--- config.mk ---
export PLATFORM = sky130hd
export DESIGN_NAME = fault_inhibit_status_logic
export DESIGN_NICKNAME = d
export VERILOG_FILES = /design/src/fis_pkg.sv /design/src/sync_if.sv /design/src/input_sync.sv /design/src/fault_inhibit_status_logic.sv
export VERILOG_INCLUDE_DIRS = /design/src
export SDC_FILE = /design/constraint.sdc
export NUM_CORES = 1
export LEC_CHECK = 0
export BUFFER_PORTS_ARGS = -buffer_cell sky130_fd_sc_hd__buf_2
export CORE_ASPECT_RATIO = 0.8
export CORE_MARGIN = 4
export CORE_UTILIZATION = 50
export DETAILED_ROUTE_END_ITERATION = 7
export GPL_TIMING_DRIVEN = 0
export PLACE_DENSITY = 0.83
export RECOVER_POWER = 50
export SYNTH_ARGS = -nofsm -noshare
export SYNTH_HDL_FRONTEND = slang
export SYNTH_SLANG_ARGS = --single-unit
--- constraint.sdc ---
create_clock -name clk_in -period 2.5 [get_ports clk_in]
set_clock_uncertainty 0.1 [all_clocks]
set_input_delay 0.625 -clock clk_in [delete_from_list [all_inputs] [get_ports clk_in]]
set_output_delay 0.625 -clock clk_in [all_outputs]
set_load 0.01 [all_outputs]
--- src/fis_params.svh ---
`ifndef FIS_PARAMS_SVH
`define FIS_PARAMS_SVH

`define FIS_AW          8
`define FIS_DW          16
`define FIS_NFAULT      2
`define FIS_NSYNC       3

`define ADDR_CTRL       8'h00
`define ADDR_STAT       8'h04
`define ADDR_ASTAT      8'h08
`define ADDR_MASK       8'h0C
`define ADDR_FAULT      8'h10
`define ADDR_SPOLL      8'h14
`define ADDR_CMD        8'h18
`define ADDR_SETP       8'h1C
`define ADDR_APPLIED    8'h20
`define ADDR_IRQ_MASK   8'h24

`define CTRL_ON         0
`define CTRL_HOLD       1
`define CTRL_SRQ        2

`define CMD_INIT        0
`define CMD_RST         1
`define CMD_TRG         2

`define BIT_RDIS        0
`define BIT_OV          1

`define SPOLL_FSUM      5
`define SPOLL_RQS       6

`define SYNC_RDIS       0
`define SYNC_OV         1
`define SYNC_TRG        2

`define FAULT_RST_VAL   2'h0
`define SETP_RST_VAL    16'h0000
`define SYNC_RST_VAL    3'h0

`endif

--- src/fis_pkg.sv ---
`default_nettype none
package fis_pkg;
    typedef enum logic [1:0] {
        ST_OFF  = 2'h0,
        ST_ON   = 2'h1,
        ST_HALT = 2'h3
    } out_state_t;
endpackage
`default_nettype wire

--- src/sync_if.sv ---
`timescale 1ns/1ps
`default_nettype none
`include "fis_params.svh"
interface sync_if;
    logic [`FIS_NSYNC-1:0] raw;
    logic [`FIS_NSYNC-1:0] sync;
    modport sync_side (input raw, output sync);
    modport user_side (output raw, input sync);
endinterface
`default_nettype wire

--- src/input_sync.sv ---
`timescale 1ns/1ps
`default_nettype none
`include "fis_params.svh"
module input_sync (
    input  wire logic    clk_in,
    input  wire logic    rst_in,
    sync_if.sync_side    port
);
    genvar i;
    generate
        for (i = 0; i < `FIS_NSYNC; i++) begin : g_sync
            logic s1_r;
            logic s2_r;
            // two stages; s1_r feeds only s2_r
            always_ff @(posedge clk_in) begin
                if (rst_in) begin
                    s1_r <= 1'b0;
                    s2_r <= 1'b0;
                end else begin
                    s1_r <= port.raw[i];
                    s2_r <= s1_r;
                end
            end
            assign port.sync[i] = s2_r;
        end
    endgenerate
endmodule
`default_nettype wire

--- src/fault_inhibit_status_logic.sv ---
`timescale 1ns/1ps
`default_nettype none
`include "fis_params.svh"
module fault_inhibit_status_logic
    import fis_pkg::*;
(
    input  wire logic               clk_in,
    input  wire logic               rst_in,
    input  wire logic [`FIS_AW-1:0] addr_in,
    input  wire logic [`FIS_DW-1:0] wr_data_in,
    input  wire logic               wr_en_in,
    input  wire logic               rd_en_in,
    input  wire logic               remote_disable_in,
    input  wire logic               ovp_trip_in,
    input  wire logic               trigger_in,
    output logic [`FIS_DW-1:0]      rd_data_out,
    output logic                    output_enable_out,
    output logic [`FIS_DW-1:0]      setpoint_out,
    output logic                    fault_out_line_out,
    output logic                    srq_out,
    output logic                    irq_out
);
    function automatic logic hit(input logic en, input logic [`FIS_AW-1:0] a,
                                 input logic [`FIS_AW-1:0] off);
        return en && (a == off);
    endfunction

    sync_if sif ();
    logic [`FIS_NSYNC-1:0]  sync_q_r;
    logic [`FIS_NSYNC-1:0]  rise;
    logic [`FIS_NFAULT-1:0] fault_ev;
    logic [`FIS_NFAULT-1:0] live;
    logic [`FIS_NFAULT-1:0] astat_r;
    logic [`FIS_NFAULT-1:0] mask_r;
    logic [`FIS_NFAULT-1:0] irq_mask_r;
    logic [`FIS_NFAULT-1:0] fault_r;
    logic [`FIS_DW-1:0]     pend_r;
    logic [`FIS_DW-1:0]     appl_r;
    logic [`FIS_DW-1:0]     rd_val;
    logic [`FIS_DW-1:0]     rd_data_r;
    logic                   hold_r;
    logic                   srq_en_r;
    logic                   saved_on_r;
    logic                   rdis_s;
    logic                   init_cmd;
    logic                   rst_cmd;
    logic                   trg_cmd;
    logic                   soft_rst;
    logic                   ctrl_wr;
    logic                   setp_wr;
    logic                   fault_rd;
    logic                   fau_w;
    out_state_t             state_r;
    out_state_t             state_nxt;

    assign sif.raw = {trigger_in, ovp_trip_in, remote_disable_in};

    input_sync u_sync (
        .clk_in (clk_in),
        .rst_in (rst_in),
        .port   (sif.sync_side)
    );

    // edge detect works on the second stage only
    always_ff @(posedge clk_in) begin
        if (rst_in) begin
            sync_q_r <= `SYNC_RST_VAL;
        end else begin
            sync_q_r <= sif.sync;
        end
    end

    assign rise     = sif.sync & ~sync_q_r;
    assign rdis_s   = sif.sync[`SYNC_RDIS];
    assign fault_ev = {rise[`SYNC_OV], rise[`SYNC_RDIS]};
    assign live     = {sif.sync[`SYNC_OV], rdis_s};
    assign ctrl_wr  = hit(wr_en_in, addr_in, `ADDR_CTRL);
    assign setp_wr  = hit(wr_en_in, addr_in, `ADDR_SETP);
    assign fault_rd = hit(rd_en_in, addr_in, `ADDR_FAULT);
    assign init_cmd = hit(wr_en_in, addr_in, `ADDR_CMD) && wr_data_in[`CMD_INIT];
    assign rst_cmd  = hit(wr_en_in, addr_in, `ADDR_CMD) && wr_data_in[`CMD_RST];
    assign trg_cmd  = (hit(wr_en_in, addr_in, `ADDR_CMD) && wr_data_in[`CMD_TRG])
                      || rise[`SYNC_TRG];
    // init command reuses the reset path; only the synchroniser, the edge-detect register and the read data register miss it
    assign soft_rst = rst_in || init_cmd;

    // ovp trips set status only, never the output state
    always_comb begin
        state_nxt = state_r;
        unique case (state_r)
            ST_OFF: begin
                if (ctrl_wr && wr_data_in[`CTRL_ON] && !rdis_s) begin
                    state_nxt = ST_ON;
                end
            end
            ST_ON: begin
                if (ctrl_wr && !wr_data_in[`CTRL_ON]) begin
                    state_nxt = ST_OFF;
                end
            end
            ST_HALT: begin
                // release alone never leaves this state
                if (rst_cmd && fault_r == `FAULT_RST_VAL && !rdis_s) begin
                    state_nxt = saved_on_r ? ST_ON : ST_OFF;
                end else if (ctrl_wr && wr_data_in[`CTRL_ON] && !rdis_s) begin
                    state_nxt = ST_ON;
                end
            end
            default: begin
                state_nxt = ST_OFF;
            end
        endcase
        if (rise[`SYNC_RDIS]) begin
            state_nxt = ST_HALT;
        end
    end

    always_ff @(posedge clk_in) begin
        if (soft_rst) begin
            state_r <= ST_OFF;
        end else begin
            state_r <= state_nxt;
        end
    end

    // remember whether the output was on before the first inhibit edge
    always_ff @(posedge clk_in) begin
        if (soft_rst) begin
            saved_on_r <= 1'b0;
        end else if (rise[`SYNC_RDIS] && state_r != ST_HALT) begin
            saved_on_r <= (state_r == ST_ON);
        end
    end

    always_ff @(posedge clk_in) begin
        if (soft_rst) begin
            hold_r   <= 1'b0;
            srq_en_r <= 1'b0;
        end else if (ctrl_wr) begin
            hold_r   <= wr_data_in[`CTRL_HOLD];
            srq_en_r <= wr_data_in[`CTRL_SRQ];
        end
    end

    // a write in the trigger cycle is applied at once
    always_ff @(posedge clk_in) begin
        if (soft_rst) begin
            pend_r <= `SETP_RST_VAL;
            appl_r <= `SETP_RST_VAL;
        end else begin
            if (setp_wr) begin
                pend_r <= wr_data_in;
            end
            if (setp_wr && (!hold_r || trg_cmd)) begin
                appl_r <= wr_data_in;
            end else if (trg_cmd) begin
                appl_r <= pend_r;
            end
        end
    end

    // sticky status: a new event beats a same-cycle clear
    always_ff @(posedge clk_in) begin
        if (soft_rst) begin
            astat_r <= `FAULT_RST_VAL;
        end else begin
            astat_r <= (astat_r & ~(hit(wr_en_in, addr_in, `ADDR_ASTAT) ?
                        wr_data_in[`FIS_NFAULT-1:0] : `FAULT_RST_VAL)) | fault_ev;
        end
    end

    always_ff @(posedge clk_in) begin
        if (soft_rst) begin
            mask_r     <= `FAULT_RST_VAL;
            irq_mask_r <= `FAULT_RST_VAL;
        end else begin
            if (hit(wr_en_in, addr_in, `ADDR_MASK)) begin
                mask_r <= wr_data_in[`FIS_NFAULT-1:0];
            end
            if (hit(wr_en_in, addr_in, `ADDR_IRQ_MASK)) begin
                irq_mask_r <= wr_data_in[`FIS_NFAULT-1:0];
            end
        end
    end

    // read returns the old value; the clear lands after it
    always_ff @(posedge clk_in) begin
        if (soft_rst) begin
            fault_r <= `FAULT_RST_VAL;
        end else begin
            fault_r <= (fault_r & ~{`FIS_NFAULT{fault_rd}})
                       | (fault_ev & mask_r);
        end
    end

    // line follows the mask: clearing a mask bit drops it, the latch stays
    assign fault_out_line_out = |(fault_r & mask_r);
    assign fau_w              = |fault_r;
    assign srq_out            = fau_w && srq_en_r;
    assign irq_out            = |(astat_r & irq_mask_r);
    assign output_enable_out  = (state_r == ST_ON);
    assign setpoint_out       = appl_r;

    // setpoint readback shows the pending value, not the applied one
    always_comb begin
        rd_val = '0;
        unique case (addr_in)
            `ADDR_CTRL: begin
                rd_val[`CTRL_ON]   = output_enable_out;
                rd_val[`CTRL_HOLD] = hold_r;
                rd_val[`CTRL_SRQ]  = srq_en_r;
            end
            `ADDR_STAT:     rd_val[`FIS_NFAULT-1:0] = live;
            `ADDR_ASTAT:    rd_val[`FIS_NFAULT-1:0] = astat_r;
            `ADDR_MASK:     rd_val[`FIS_NFAULT-1:0] = mask_r;
            `ADDR_FAULT:    rd_val[`FIS_NFAULT-1:0] = fault_r;
            `ADDR_IRQ_MASK: rd_val[`FIS_NFAULT-1:0] = irq_mask_r;
            `ADDR_SPOLL: begin
                rd_val[`SPOLL_FSUM] = fau_w;
                rd_val[`SPOLL_RQS] = srq_out;
            end
            `ADDR_SETP:     rd_val = pend_r;
            `ADDR_APPLIED:  rd_val = appl_r;
            default:        rd_val = '0;
        endcase
    end

    // read data valid only in the cycle after the strobe
    always_ff @(posedge clk_in) begin
        if (rst_in) begin
            rd_data_r <= '0;
        end else begin
            rd_data_r <= rd_en_in ? rd_val : '0;
        end
    end

    assign rd_data_out = rd_data_r;
endmodule
`default_nettype wire

**After elaboration in Yosys (flattened, before gate mapping)**

Index checks and enable logic that the tools add are counted.

- Eq/ne operators: 13
- Muxes and demuxes: 14
- Bitwise gates (word level): 12
- Reductions and logical operators: 32

Operators with widths:

| cell | number |
|---|---|
| $eq 8x5->1 const B | 4 |
| $mux 16 | 2 |
| $logic_and 1x1->1 | 18 |
| $pmux 9 s2 | 1 |
| $eq 8x4->1 const B | 2 |
| $eq 8x6->1 const B | 2 |
| $pmux 2 s8 | 1 |
| $pmux 2 s3 | 2 |
| $and 2x2->2 | 5 |
| $mux 2 | 5 |
| $eq 8x3->1 const B | 1 |
| $logic_not 8->1 | 1 |
| $reduce_or 2->1 | 4 |
| $logic_not 2->1 | 2 |
| $not 2->2 | 2 |
| $or 2x2->2 | 2 |
| $pmux 2 s2 | 1 |
| $and 3x3->3 | 1 |
| $logic_not 1->1 | 3 |
| $logic_or 1x1->1 | 3 |
| $ne 3x1->1 const B | 1 |
| $not 3->3 | 1 |
| $pmux 1 s3 | 1 |
| $eq 2x1->1 const B | 1 |
| other kinds (5) | 5 |

- Register bits: 70
- Bits of input ports: 31
- Output and inout bits: 36
- Word-level logic and storage cells: 89

**Depth between registers and ports, before layout**

Gate-level depths: netlist (run 1).

- Depth after elaboration: 8
- Mapped depth: 9
- Gate-level depth less buffers: 7

**By module**

From an unflattened synthesis (run 1), not the netlist that was laid out.

- Cell total of the unflattened synthesis: 329
- Area, all modules: 3001.6 µm²

Modules (own cells, without submodules):

| module | instances | cells an instance | area an instance (µm²) | sequential area each (µm²) |
|---|---|---|---|---|
| fault_inhibit_status_logic | 1 | 314 | 2821.5 | 1281.2 |
| input_sync | 1 | 15 | 180.2 | 120.1 |

**Worst setup path before layout (run 1)**

Ideal clock, no wire load.

- Path kind: input-to-reg
- Start: input addr_in[5]
- End: register appl_r[10], in the netlist setpoint_out[10]
- Setup time: 117 ps
- Data arrival time: 1913 ps
- Required time: 2283 ps
- Slack: 370 ps
- Stages on the path: 8
- Buffers on the path: 3
- Cell sequence: buf_6 -> nor4b_4 -> buf_6 -> a41oi_2 -> a21o_1 -> buf_6 -> o22ai_2 -> nor2_1

- Cells in the longest elaborated chain, start to end: 7
- Elaborated cells on any way between the ends: 12
- Those cells by class: 2 x eq/ne; 1 x mux; 9 x reduce/logical

Ends and longest elaborated chain:

| item | RTL line | RTL |
|---|---|---|
| from (decl) | fault_inhibit_status_logic.sv:9 | `` input wire logic [`FIS_AW-1:0] addr_in, `` |
| $eq 8x5->1 | fault_inhibit_status_logic.sv:25 | `return en && (a == off);` |
| $logic_and 1x1->1 | fault_inhibit_status_logic.sv:25 |  |
| $logic_and 1x1->1 | fault_inhibit_status_logic.sv:82 | `` assign trg_cmd = (hit(wr_en_in, addr_in, `ADDR_CMD) && wr_data_in[`CMD_TRG]) `` |
| $logic_or 1x1->1 | fault_inhibit_status_logic.sv:82 |  |
| $logic_or 1x1->1 | fault_inhibit_status_logic.sv:154 | `if (setp_wr && (!hold_r \|\| trg_cmd)) begin` |
| $logic_and 1x1->1 | fault_inhibit_status_logic.sv:154 |  |
| $mux 16 / $reduce_bool 2->1 (equally long branches) | n/a |  |
| to (signal assigned) | fault_inhibit_status_logic.sv:149 | `` appl_r <= `SETP_RST_VAL; `` |
| to (signal assigned) | fault_inhibit_status_logic.sv:155 | `appl_r <= wr_data_in;` |
| to (signal assigned) | fault_inhibit_status_logic.sv:157 | `appl_r <= pend_r;` |
| to (decl) | fault_inhibit_status_logic.sv:38 | `` logic [`FIS_DW-1:0] appl_r; `` |

Several ways; a longest one is shown, not always the timed one.
A chain may end at the register's enable or synchronous reset.

**Worst setup path in the final report (run 1)**

- Start: input addr_in[3]
- End: register pend_r[8]

- Cells in the longest elaborated chain, start to end: 4
- Elaborated cells on any way between the ends: 6
- Those cells by class: 2 x eq/ne; 4 x reduce/logical

Ends and longest elaborated chain:

| item | RTL line | RTL |
|---|---|---|
| $eq 8x5->1 | fault_inhibit_status_logic.sv:25 |  |
| $logic_and 1x1->1 | fault_inhibit_status_logic.sv:25 |  |
| $logic_and 1x1->1 | fault_inhibit_status_logic.sv:80 | `` assign init_cmd = hit(wr_en_in, addr_in, `ADDR_CMD) && wr_data_in[`CMD_INIT]; `` |
| $logic_or 1x1->1 | fault_inhibit_status_logic.sv:85 | `assign soft_rst = rst_in \|\| init_cmd;` |
| to (signal assigned) | fault_inhibit_status_logic.sv:148 | `` pend_r <= `SETP_RST_VAL; `` |
| to (signal assigned) | fault_inhibit_status_logic.sv:152 | `pend_r <= wr_data_in;` |
| to (decl) | fault_inhibit_status_logic.sv:37 | `` logic [`FIS_DW-1:0] pend_r; `` |

Several ways; a longest one is shown, not always the timed one.

==> results of run 1 <==
## registers in the layout (all words and copies together), names as in the netlist
signal and count:
astat_r 2, fault_r 2, hold_r 1, irq_mask_r 2
mask_r 2, pend_r 16, rd_data_out 16, saved_on_r 1
setpoint_out 16, srq_en_r 1, state_r 2, sync_q_r 3
u_sync.g_sync.s1_r 3, u_sync.g_sync.s2_r 3
## per-layer routing
metal,global-route usage,vias to the layer above,wire length [um]
met1,0.3025,1374,3664
met3,0.07088,13,698
met2,0.3501,152,3749
met5,0,-,0
met4,0.07102,0,123
li1,-,1344,-
## cells in the mapped netlist, drive strengths merged, types with 3 or more instances
library cell | n | area, um2
a21oi | 21 | 105.1
a41o | 3 | 30.03
clkbuf | 5 | 20.01
nor2 | 48 | 180.2
nand3 | 5 | 30.03
ha | 3 | 37.54
o22ai | 15 | 156.4
o21ai | 18 | 97.59
inv | 3 | 11.26
nand4 | 3 | 25.02
a22oi | 20 | 150.1
nor2b | 15 | 93.84
nand2 | 41 | 161.4
mux2i | 9 | 90.09
dfxtp | 70 | 1401
buf | 18 | 133.9
nor3b | 3 | 33.78
a22o | 3 | 26.28
## worst max path at each step
stage	start	to	slack [ps]	cells after the start
3_3_place_gp	addr_in[4]	setpoint_out[11]	-10	7
5_1_grt	addr_in[3]	pend_r[15]	80	6
2_1_floorplan	addr_in[5]	setpoint_out[10]	370	8
4_1_cts	addr_in[4]	setpoint_out[12]	270	7
3_5_place_dp	addr_in[4]	setpoint_out[12]	-80	7
6_report	addr_in[3]	pend_r[8]	200	6
## logic make-up (layout without fill, tap and decap cells)
group,count (synthesis),in the layout,share of synthesized area
buffers and inverters,26,104,0.05309
AND/OR/NAND/NOR,130,130,0.2160
AO/OA/AOI/OAI,94,94,0.2220
adder cells (fa/ha/maj),3,3,0.01207
multiplexers,12,12,0.04344
flip-flops,70,70,0.4505
XOR/XNOR,1,1,0.002816
## final cells by class
cell class / instances / area share
Buffer: 23 / 0.04087
Clock buffer: 10 / 0.03747
Clock inverter: 6 / 0.01669
Inverter: 3 / 0.003065
Multi-Input combinational cell: 240 / 0.4203
Sequential cell: 70 / 0.3815
Tap cell: 81 / 0.02759
Timing Repair Buffer: 62 / 0.07255
## through the flow
stage | setup TNS, ps | cells | instance area, um2
after global placement | -9.685 | 479 | 3522
final | 0 | 495 | 3674
after detailed placement | -462.8 | 479 | 3522
after global routing | 0 | 495 | 3674
after CTS | 0 | 495 | 3721
after floorplan | 0 | 336 | 3110
## power breakdown
part / internal, mW / total (mW) / switching [mW]
combinational: 0.0754 / 0.192 / 0.117
sequential: 1.14 / 1.15 / 0.0156
clock: 0.484 / 0.911 / 0.427
==> impl_summary.log, run 1 <==
[metrics] outcome: finished, final reports clean
[metrics] fraction of the yosys area taken by sequential cells: 0.4505
[metrics] number of fillers in the final layout: between 500 and 600
[metrics] clock tree from TritonCTS: yes
[metrics] cell area after synthesis: approximately 3100 um2
[metrics] hold slack: between 300 and 400 ps
[metrics] measured slew at the worst slew-check pin: between 700 and 800 ps
[metrics] instance count of the mapped netlist: approximately 340
[metrics] Vert. Die Dim: approximately 80 um
[metrics] crit start category: primary input
[metrics] reg2reg end: state_r[0]
[metrics] worst r2r src: state_r[1]
[metrics] post-place setup slack: -83.63 ps
[metrics] Period Utilization, post-route: 0.9215
[metrics] Avg Synthesized Cell Area: ~9.3 um2
[metrics] Max transition margin: 0.5098
[metrics] Endpoint, Worst Hold: u_sync.g_sync[1].s2_r
[metrics] worst path cell trace: buf_4 -> nor3b_4 -> a41o_1 -> clkbuf_1 -> buf_2 -> a21oi_1
[metrics] reported max-cap violation count: 0
[metrics] vias per cell: 5.824
[metrics] wire length of the first global-routing pass: ~13000 um
[metrics] overall global routing resource usage: 0.2274
[metrics] logic depth of the worst register-to-register path: 7
[metrics] Max Fanout on Critical Path: 10
[metrics] DR DRC count: 0
[metrics] Worst Min Path Start: u_sync.g_sync[1].s1_r
[metrics] initial core utilization: 0.5206
[metrics] total CTS buffers: 9
[metrics] worst voltage drop across the vdd grid: 405.0 uV
[metrics] fin worst setup slack: 196.3 ps
[metrics] final design utilization: 0.6149
[metrics] area of the multi-input gates: between 1500 and 2000 um2
[metrics] count of input and output buffers: 62
[metrics] maximum root-to-sink buffer count: 2
[metrics] final-report setup violation count: 0
[metrics] largest net degree at the start of global routing: 13
[metrics] worst hold stages: 1
[metrics] maximum frequency from static timing analysis: between 400 and 500 MHz
[metrics] critical path's slowest cell: sky130_fd_sc_hd__nor3b_4
[metrics] Synth Register Bits: 70
[metrics] initial drt markers: between 150 and 200
[metrics] Buf/Inv on CP: 3
[metrics] Leakage Power: between 1 and 1.5 nW
[metrics] FFs w/ async S/R, synth: 0
[metrics] routed length per placed instance: between 15 and 20 um
[metrics] antenna cell count: 0
[metrics] via count of the first global-routing pass: between 2000 and 3000
[metrics] Hold Crit Class: register to register
[metrics] count of flip-flops with a built-in enable after synthesis: 0
[metrics] most common library cell in the layout ignoring fill and taps: sky130_fd_sc_hd__dfxtp_1
[metrics] number of gates resized after cts: 0
[metrics] setup bufs post-CTS: 0
[metrics] die area: about 7600 um2
[metrics] Final GP Congestion: 0.9369
[metrics] unrepaired setup endpoints after global routing: false
[metrics] type of the worst setup path: primary input to register
[metrics] total design power: around 2.3 mW
[metrics] count of vias placed by the detailed router: between 2000 and 3000
[metrics] final WL: 8236 um
[metrics] number of nets in the finished design: approximately 440
[metrics] Clk pin slew, worst setup/hold paths: ~70 ps
[metrics] post-synthesis cell type count: 53
[metrics] Crit path largest cell delay: ~450 ps
[metrics] Area growth, synth to finish: 18.10%
[metrics] sequential cell area: around 1400 um2
[metrics] number of antenna violations at the first check in global routing: 0
[metrics] Congestion Overflow GR: 0
[metrics] count of final hold-check violations: 0
[metrics] final count of pins violating max slew: 0
[metrics] number of sinks on the clock net: 70
[metrics] Core ar.: 5974 um2
[metrics] clock latency on the worst-skew pair: around 350 ps
[metrics] deepest level of the CTS H-tree: 3
[metrics] data arrival time of the critical path: around 2400 ps
[metrics] flip-flop cell with the highest count after synthesis: sky130_fd_sc_hd__dfxtp_1
[metrics] commonest non-fill, non-tap cells in the layout: sky130_fd_sc_hd__dfxtp_1 (70), sky130_fd_sc_hd__nor2_1 (48), sky130_fd_sc_hd__clkbuf_1 (42)
[metrics] Detail Route Antenna Nets: 0
[metrics] Core Rows: 25
[metrics] Critical Path RT: around 2600 ps
[metrics] router iterations before antenna repair: 4
[metrics] category of cells accounting for the largest share of critical-path delay: buffers and inverters
[metrics] endpoint kind of the worst setup timing path: register
[metrics] CTS root buf: sky130_fd_sc_hd__clkbuf_8
[metrics] die span in x: 96.18 um
[metrics] synthesized netlist net count: 370
[metrics] I/O pins: 67
[metrics] sum of net half-perimeters after detailed placement: between 5000 and 6000 um
[metrics] fraction of layout instances using a drive strength above 1: 0.1981
[metrics] total of warnings raised by yosys: 0
[metrics] slack of the worst reg-to-reg path: roughly 600 ps
[metrics] hold buffers post-CTS: 0
[metrics] final period demand of the worst path: between 2000 and 2500 ps
[metrics] Power per Cell Area: just over 600 nW/um2
No activity file was read; power rests on OpenSTA's default activity.
==> run 2, diff against run 1 <==
--- a/config.mk
+++ b/config.mk
@@ -12,6 +12,7 @@
 export CORE_UTILIZATION = 50
 export DETAILED_ROUTE_END_ITERATION = 7
 export GPL_TIMING_DRIVEN = 0
+export MAX_ROUTING_LAYER = met4
 export PLACE_DENSITY = 0.83
 export RECOVER_POWER = 50
 export SYNTH_ARGS = -nofsm -noshare
==> constraint.sdc (replaced) <==
create_clock -name clk_in -period 2.5 [get_ports clk_in]
set_clock_uncertainty 0.1 [all_clocks]
set_input_delay 0.5 -clock clk_in [delete_from_list [all_inputs] [get_ports clk_in]]
set_output_delay 0.5 -clock clk_in [all_outputs]
set_load 0.01 [all_outputs]
==> impl_summary.log, run 2 (synthesis gave the netlist of run 1 again) <==
[metrics] outcome: finished, final reports clean (unchanged)
[metrics] number of nets in the finished design: 443 (unchanged)
[metrics] final period demand of the worst path: 2167 ps (was 2304 ps)
[metrics] Hold Crit Class: primary input to register (was register to register)
[metrics] placed cells: 479 (unchanged)
[metrics] final instance area: 3717 um2 (was 3674 um2)
[metrics] wire length of the first global-routing pass: 13140 um (was 13210 um)
[metrics] clock tree from TritonCTS: yes (unchanged)
[metrics] share of total power in the clock network: 0.455 (was 0.404)
[metrics] final design utilization: 0.6222 (was 0.6149)
[metrics] Max transition margin: 0.5541 (was 0.5098)
[metrics] Leakage Power: 1.416 nW (was 1.399 nW)
[metrics] count of input and output buffers: 62 (unchanged)
[metrics] overall global routing resource usage: 0.2310 (was 0.2274)
[metrics] Period Utilization, post-route: 0.8668 (was 0.9215)
[metrics] global routing usage on met3: 0.05460 (was 0.07088)
[metrics] worst voltage drop across the vdd grid: 430.9 uV (was 405.0 uV)
[metrics] routed length per placed instance: 16.35 um (was 16.64 um)
[metrics] deepest level of the CTS H-tree: 3 (unchanged)
[metrics] unrepaired setup endpoints after global routing: false (unchanged)
[metrics] commonest non-fill, non-tap cells in the layout: sky130_fd_sc_hd__dfxtp_1 (70), sky130_fd_sc_hd__nor2_1 (48), sky130_fd_sc_hd__clkbuf_1 (42) (unchanged)
[metrics] initial drt markers: 298 (was 160)
[metrics] CTS root buf: sky130_fd_sc_hd__clkbuf_8 (unchanged)
[metrics] largest net degree at the start of global routing: 13 (unchanged)
[metrics] Final GP Congestion: 0.9694 (was 0.9369)
[metrics] final WL: 8091 um (was 8236 um)
[metrics] hold buffers post-CTS: 0 (unchanged)
[metrics] die area: 7554 um2 (unchanged)
[metrics] endpoint kind of the worst setup timing path: register (unchanged)
[metrics] Power per Cell Area: 661.8 nW/um2 (was 613.7 nW/um2)
[metrics] Crit path largest cell delay: 580 ps (was 450 ps)
[metrics] number of fillers in the final layout: 523 (was 550)
[metrics] measured slew at the worst slew-check pin: 660.2 ps (was 725.8 ps)
[metrics] Buf/Inv on CP: 3 (unchanged)
[metrics] Placement Cell Area: 3522 um2 (unchanged)
[metrics] antenna cell count: 0 (unchanged)
[metrics] non-filler instance count after layout: 495 (unchanged)
[metrics] number of antenna violations at the first check in global routing: 0 (unchanged)
[metrics] category of cells accounting for the largest share of critical-path delay: simple AND/OR/NAND/NOR gates (was buffers and inverters)
[metrics] initial core utilization: 0.5206 (unchanged)
[metrics] met2 Use GR: 0.3398 (was 0.3501)
[metrics] final count of pins violating max slew: 0 (unchanged)
[metrics] setup bufs post-CTS: 0 (unchanged)
[metrics] maximum frequency from static timing analysis: 461.5 MHz (was 434.1 MHz)
[metrics] die span in x: 96.18 um (unchanged)
[metrics] clock latency on the worst-skew pair: 350 ps (about the same)
[metrics] M1 GR Usage: 0.3130 (was 0.3025)
[metrics] GR peak layer: met2 (unchanged)
[metrics] Core Rows: 25 (unchanged)
[metrics] total CTS buffers: 9 (unchanged)
[metrics] Core ar.: 5974 um2 (unchanged)
[metrics] most common library cell in the layout ignoring fill and taps: sky130_fd_sc_hd__dfxtp_1 (unchanged)
[metrics] DR DRC count: 0 (unchanged)
[metrics] I/O pins: 67 (unchanged)
[metrics] final-report setup violation count: 0 (unchanged)
[metrics] maximum root-to-sink buffer count: 2 (unchanged)
[metrics] via count of the first global-routing pass: 2625 (was 2695)
[metrics] Critical Path RT: 2670 ps (was 2620 ps)
[metrics] reported max-cap violation count: 0 (unchanged)
[metrics] Setup Total Neg Slack: 0 ps (unchanged)
[metrics] Clk pin slew, worst setup/hold paths: 70 ps (about the same)
[metrics] data arrival time of the critical path: 2340 ps (was 2430 ps)
[metrics] Max Fanout on Critical Path: 10 (unchanged)
[metrics] sum of net half-perimeters after detailed placement: 5759 um (was 5814 um)
[metrics] number of sinks on the clock net: 70 (unchanged)
[metrics] worst path cell trace: buf_4 -> nor3b_2 -> and4_1 -> clkbuf_1 -> buf_2 -> nand2_1 -> a21oi_1 (was buf_4 -> nor3b_4 -> a41o_1 -> clkbuf_1 -> buf_2 -> a21oi_1)
[metrics] vias per cell: 5.766 (was 5.824)
[metrics] crit start category: primary input (unchanged)
[metrics] Congestion Overflow GR: 0 (unchanged)
[metrics] power share of the combinational group: 0.077 (was 0.085)
[metrics] fraction of layout instances using a drive strength above 1: 0.1981 (unchanged)
[metrics] number of gates resized after cts: 0 (unchanged)
[metrics] sequential cell fraction of total power: 0.468 (was 0.511)
[metrics] count of final hold-check violations: 0 (unchanged)
[metrics] count of vias placed by the detailed router: 2854 (was 2883)
[metrics] proportion of total power due to net switching: 0.2268 (was 0.2481)
[metrics] Detail Route Antenna Nets: 0 (unchanged)
[metrics] critical path's slowest cell: sky130_fd_sc_hd__nor3b_2 (was sky130_fd_sc_hd__nor3b_4)
[metrics] router iterations before antenna repair: 5 (was 4)
[metrics] Area growth, synth to finish: 19.51% (was 18.10%)
[metrics] Vert. Die Dim: 78.55 um (unchanged)
[metrics] cell internal power dissipation: 1.902 mW (was 1.695 mW)
[metrics] type of the worst setup path: primary input to register (unchanged)
[metrics] total net switching power: 0.5580 mW (was 0.5594 mW)
## run 2: cell count changes in the layout (fill, tap and decap cells not counted)
cell	before	now
sky130_fd_sc_hd__buf_2	33	34
sky130_fd_sc_hd__bufinv_16	1	3
sky130_fd_sc_hd__clkinv_2	3	0
sky130_fd_sc_hd__nor3b_2	0	1
sky130_fd_sc_hd__nor3b_4	1	0
## run 2: final cells by class
class / instances / area (um2) / area share
multi-input combinational: 240 / 1538 / 0.4137
buffer: 23 / 151.4 / 0.04073
timing repair buffer: 62 / 266.5 / 0.07169
inverter: 3 / 11.26 / 0.003029
clock inverter: 5 / 106.4 / 0.02861
tap: 81 / 101.3 / 0.02726
clock buffer: 11 / 141.4 / 0.03803
sequential: 70 / 1401 / 0.3770
## run 2: power by group through the flow
stage                     Combinational [mW]  Sequential (mW)  Clock [mW]
final                                  0.189             1.15        1.12
after global routing                   0.207             1.15        1.18
after CTS                              0.192             1.15        1.13
after detailed placement               0.190             1.18           0
after global placement                 0.186             1.17           0
after floorplan                        0.109             1.18           0
## run 2: metal layers
metal,share of wire,routed length [um]
met5,0,0
met2,0.44,3585
met1,0.44,3585
met4,0.016,130
met3,0.098,790
## run 2: worst paths after layout
kind         slack [ps]                   from  cells past startpoint               endpoint
min                 260             trigger_in                      2  u_sync.g_sync[2].s1_r
min reg2reg         340  u_sync.g_sync[2].s1_r                      1  u_sync.g_sync[2].s2_r
max reg2reg         690             fault_r[1]                      5             state_r[0]
max                 330             addr_in[3]                      7             pend_r[12]
## run 2: stage by stage
| stage | power (mW) | setup WS (ps) | hold slack (ps) |
|---|---|---|---|
| 2_1_floorplan | 1.287 | 495.4 | 313.8 |
| 3_3_place_gp | 1.361 | 103.6 | 317.7 |
| 3_5_place_dp | 1.366 | 123.9 | 326.0 |
| 4_1_cts | 2.470 | 456.8 | 262.4 |
| 5_1_grt | 2.535 | 149.7 | 273.1 |
| 6_report | 2.460 | 333.0 | 263.6 |
## run 2: worst register-to-register path, stage by stage, from the launching register on
cell and delay, ps:
sky130_fd_sc_hd__dfxtp_1 360, sky130_fd_sc_hd__nor4b_1 390, sky130_fd_sc_hd__nand4_1 170, sky130_fd_sc_hd__a2111oi_0 490
sky130_fd_sc_hd__nor2_1 110, sky130_fd_sc_hd__o21ai_2 130
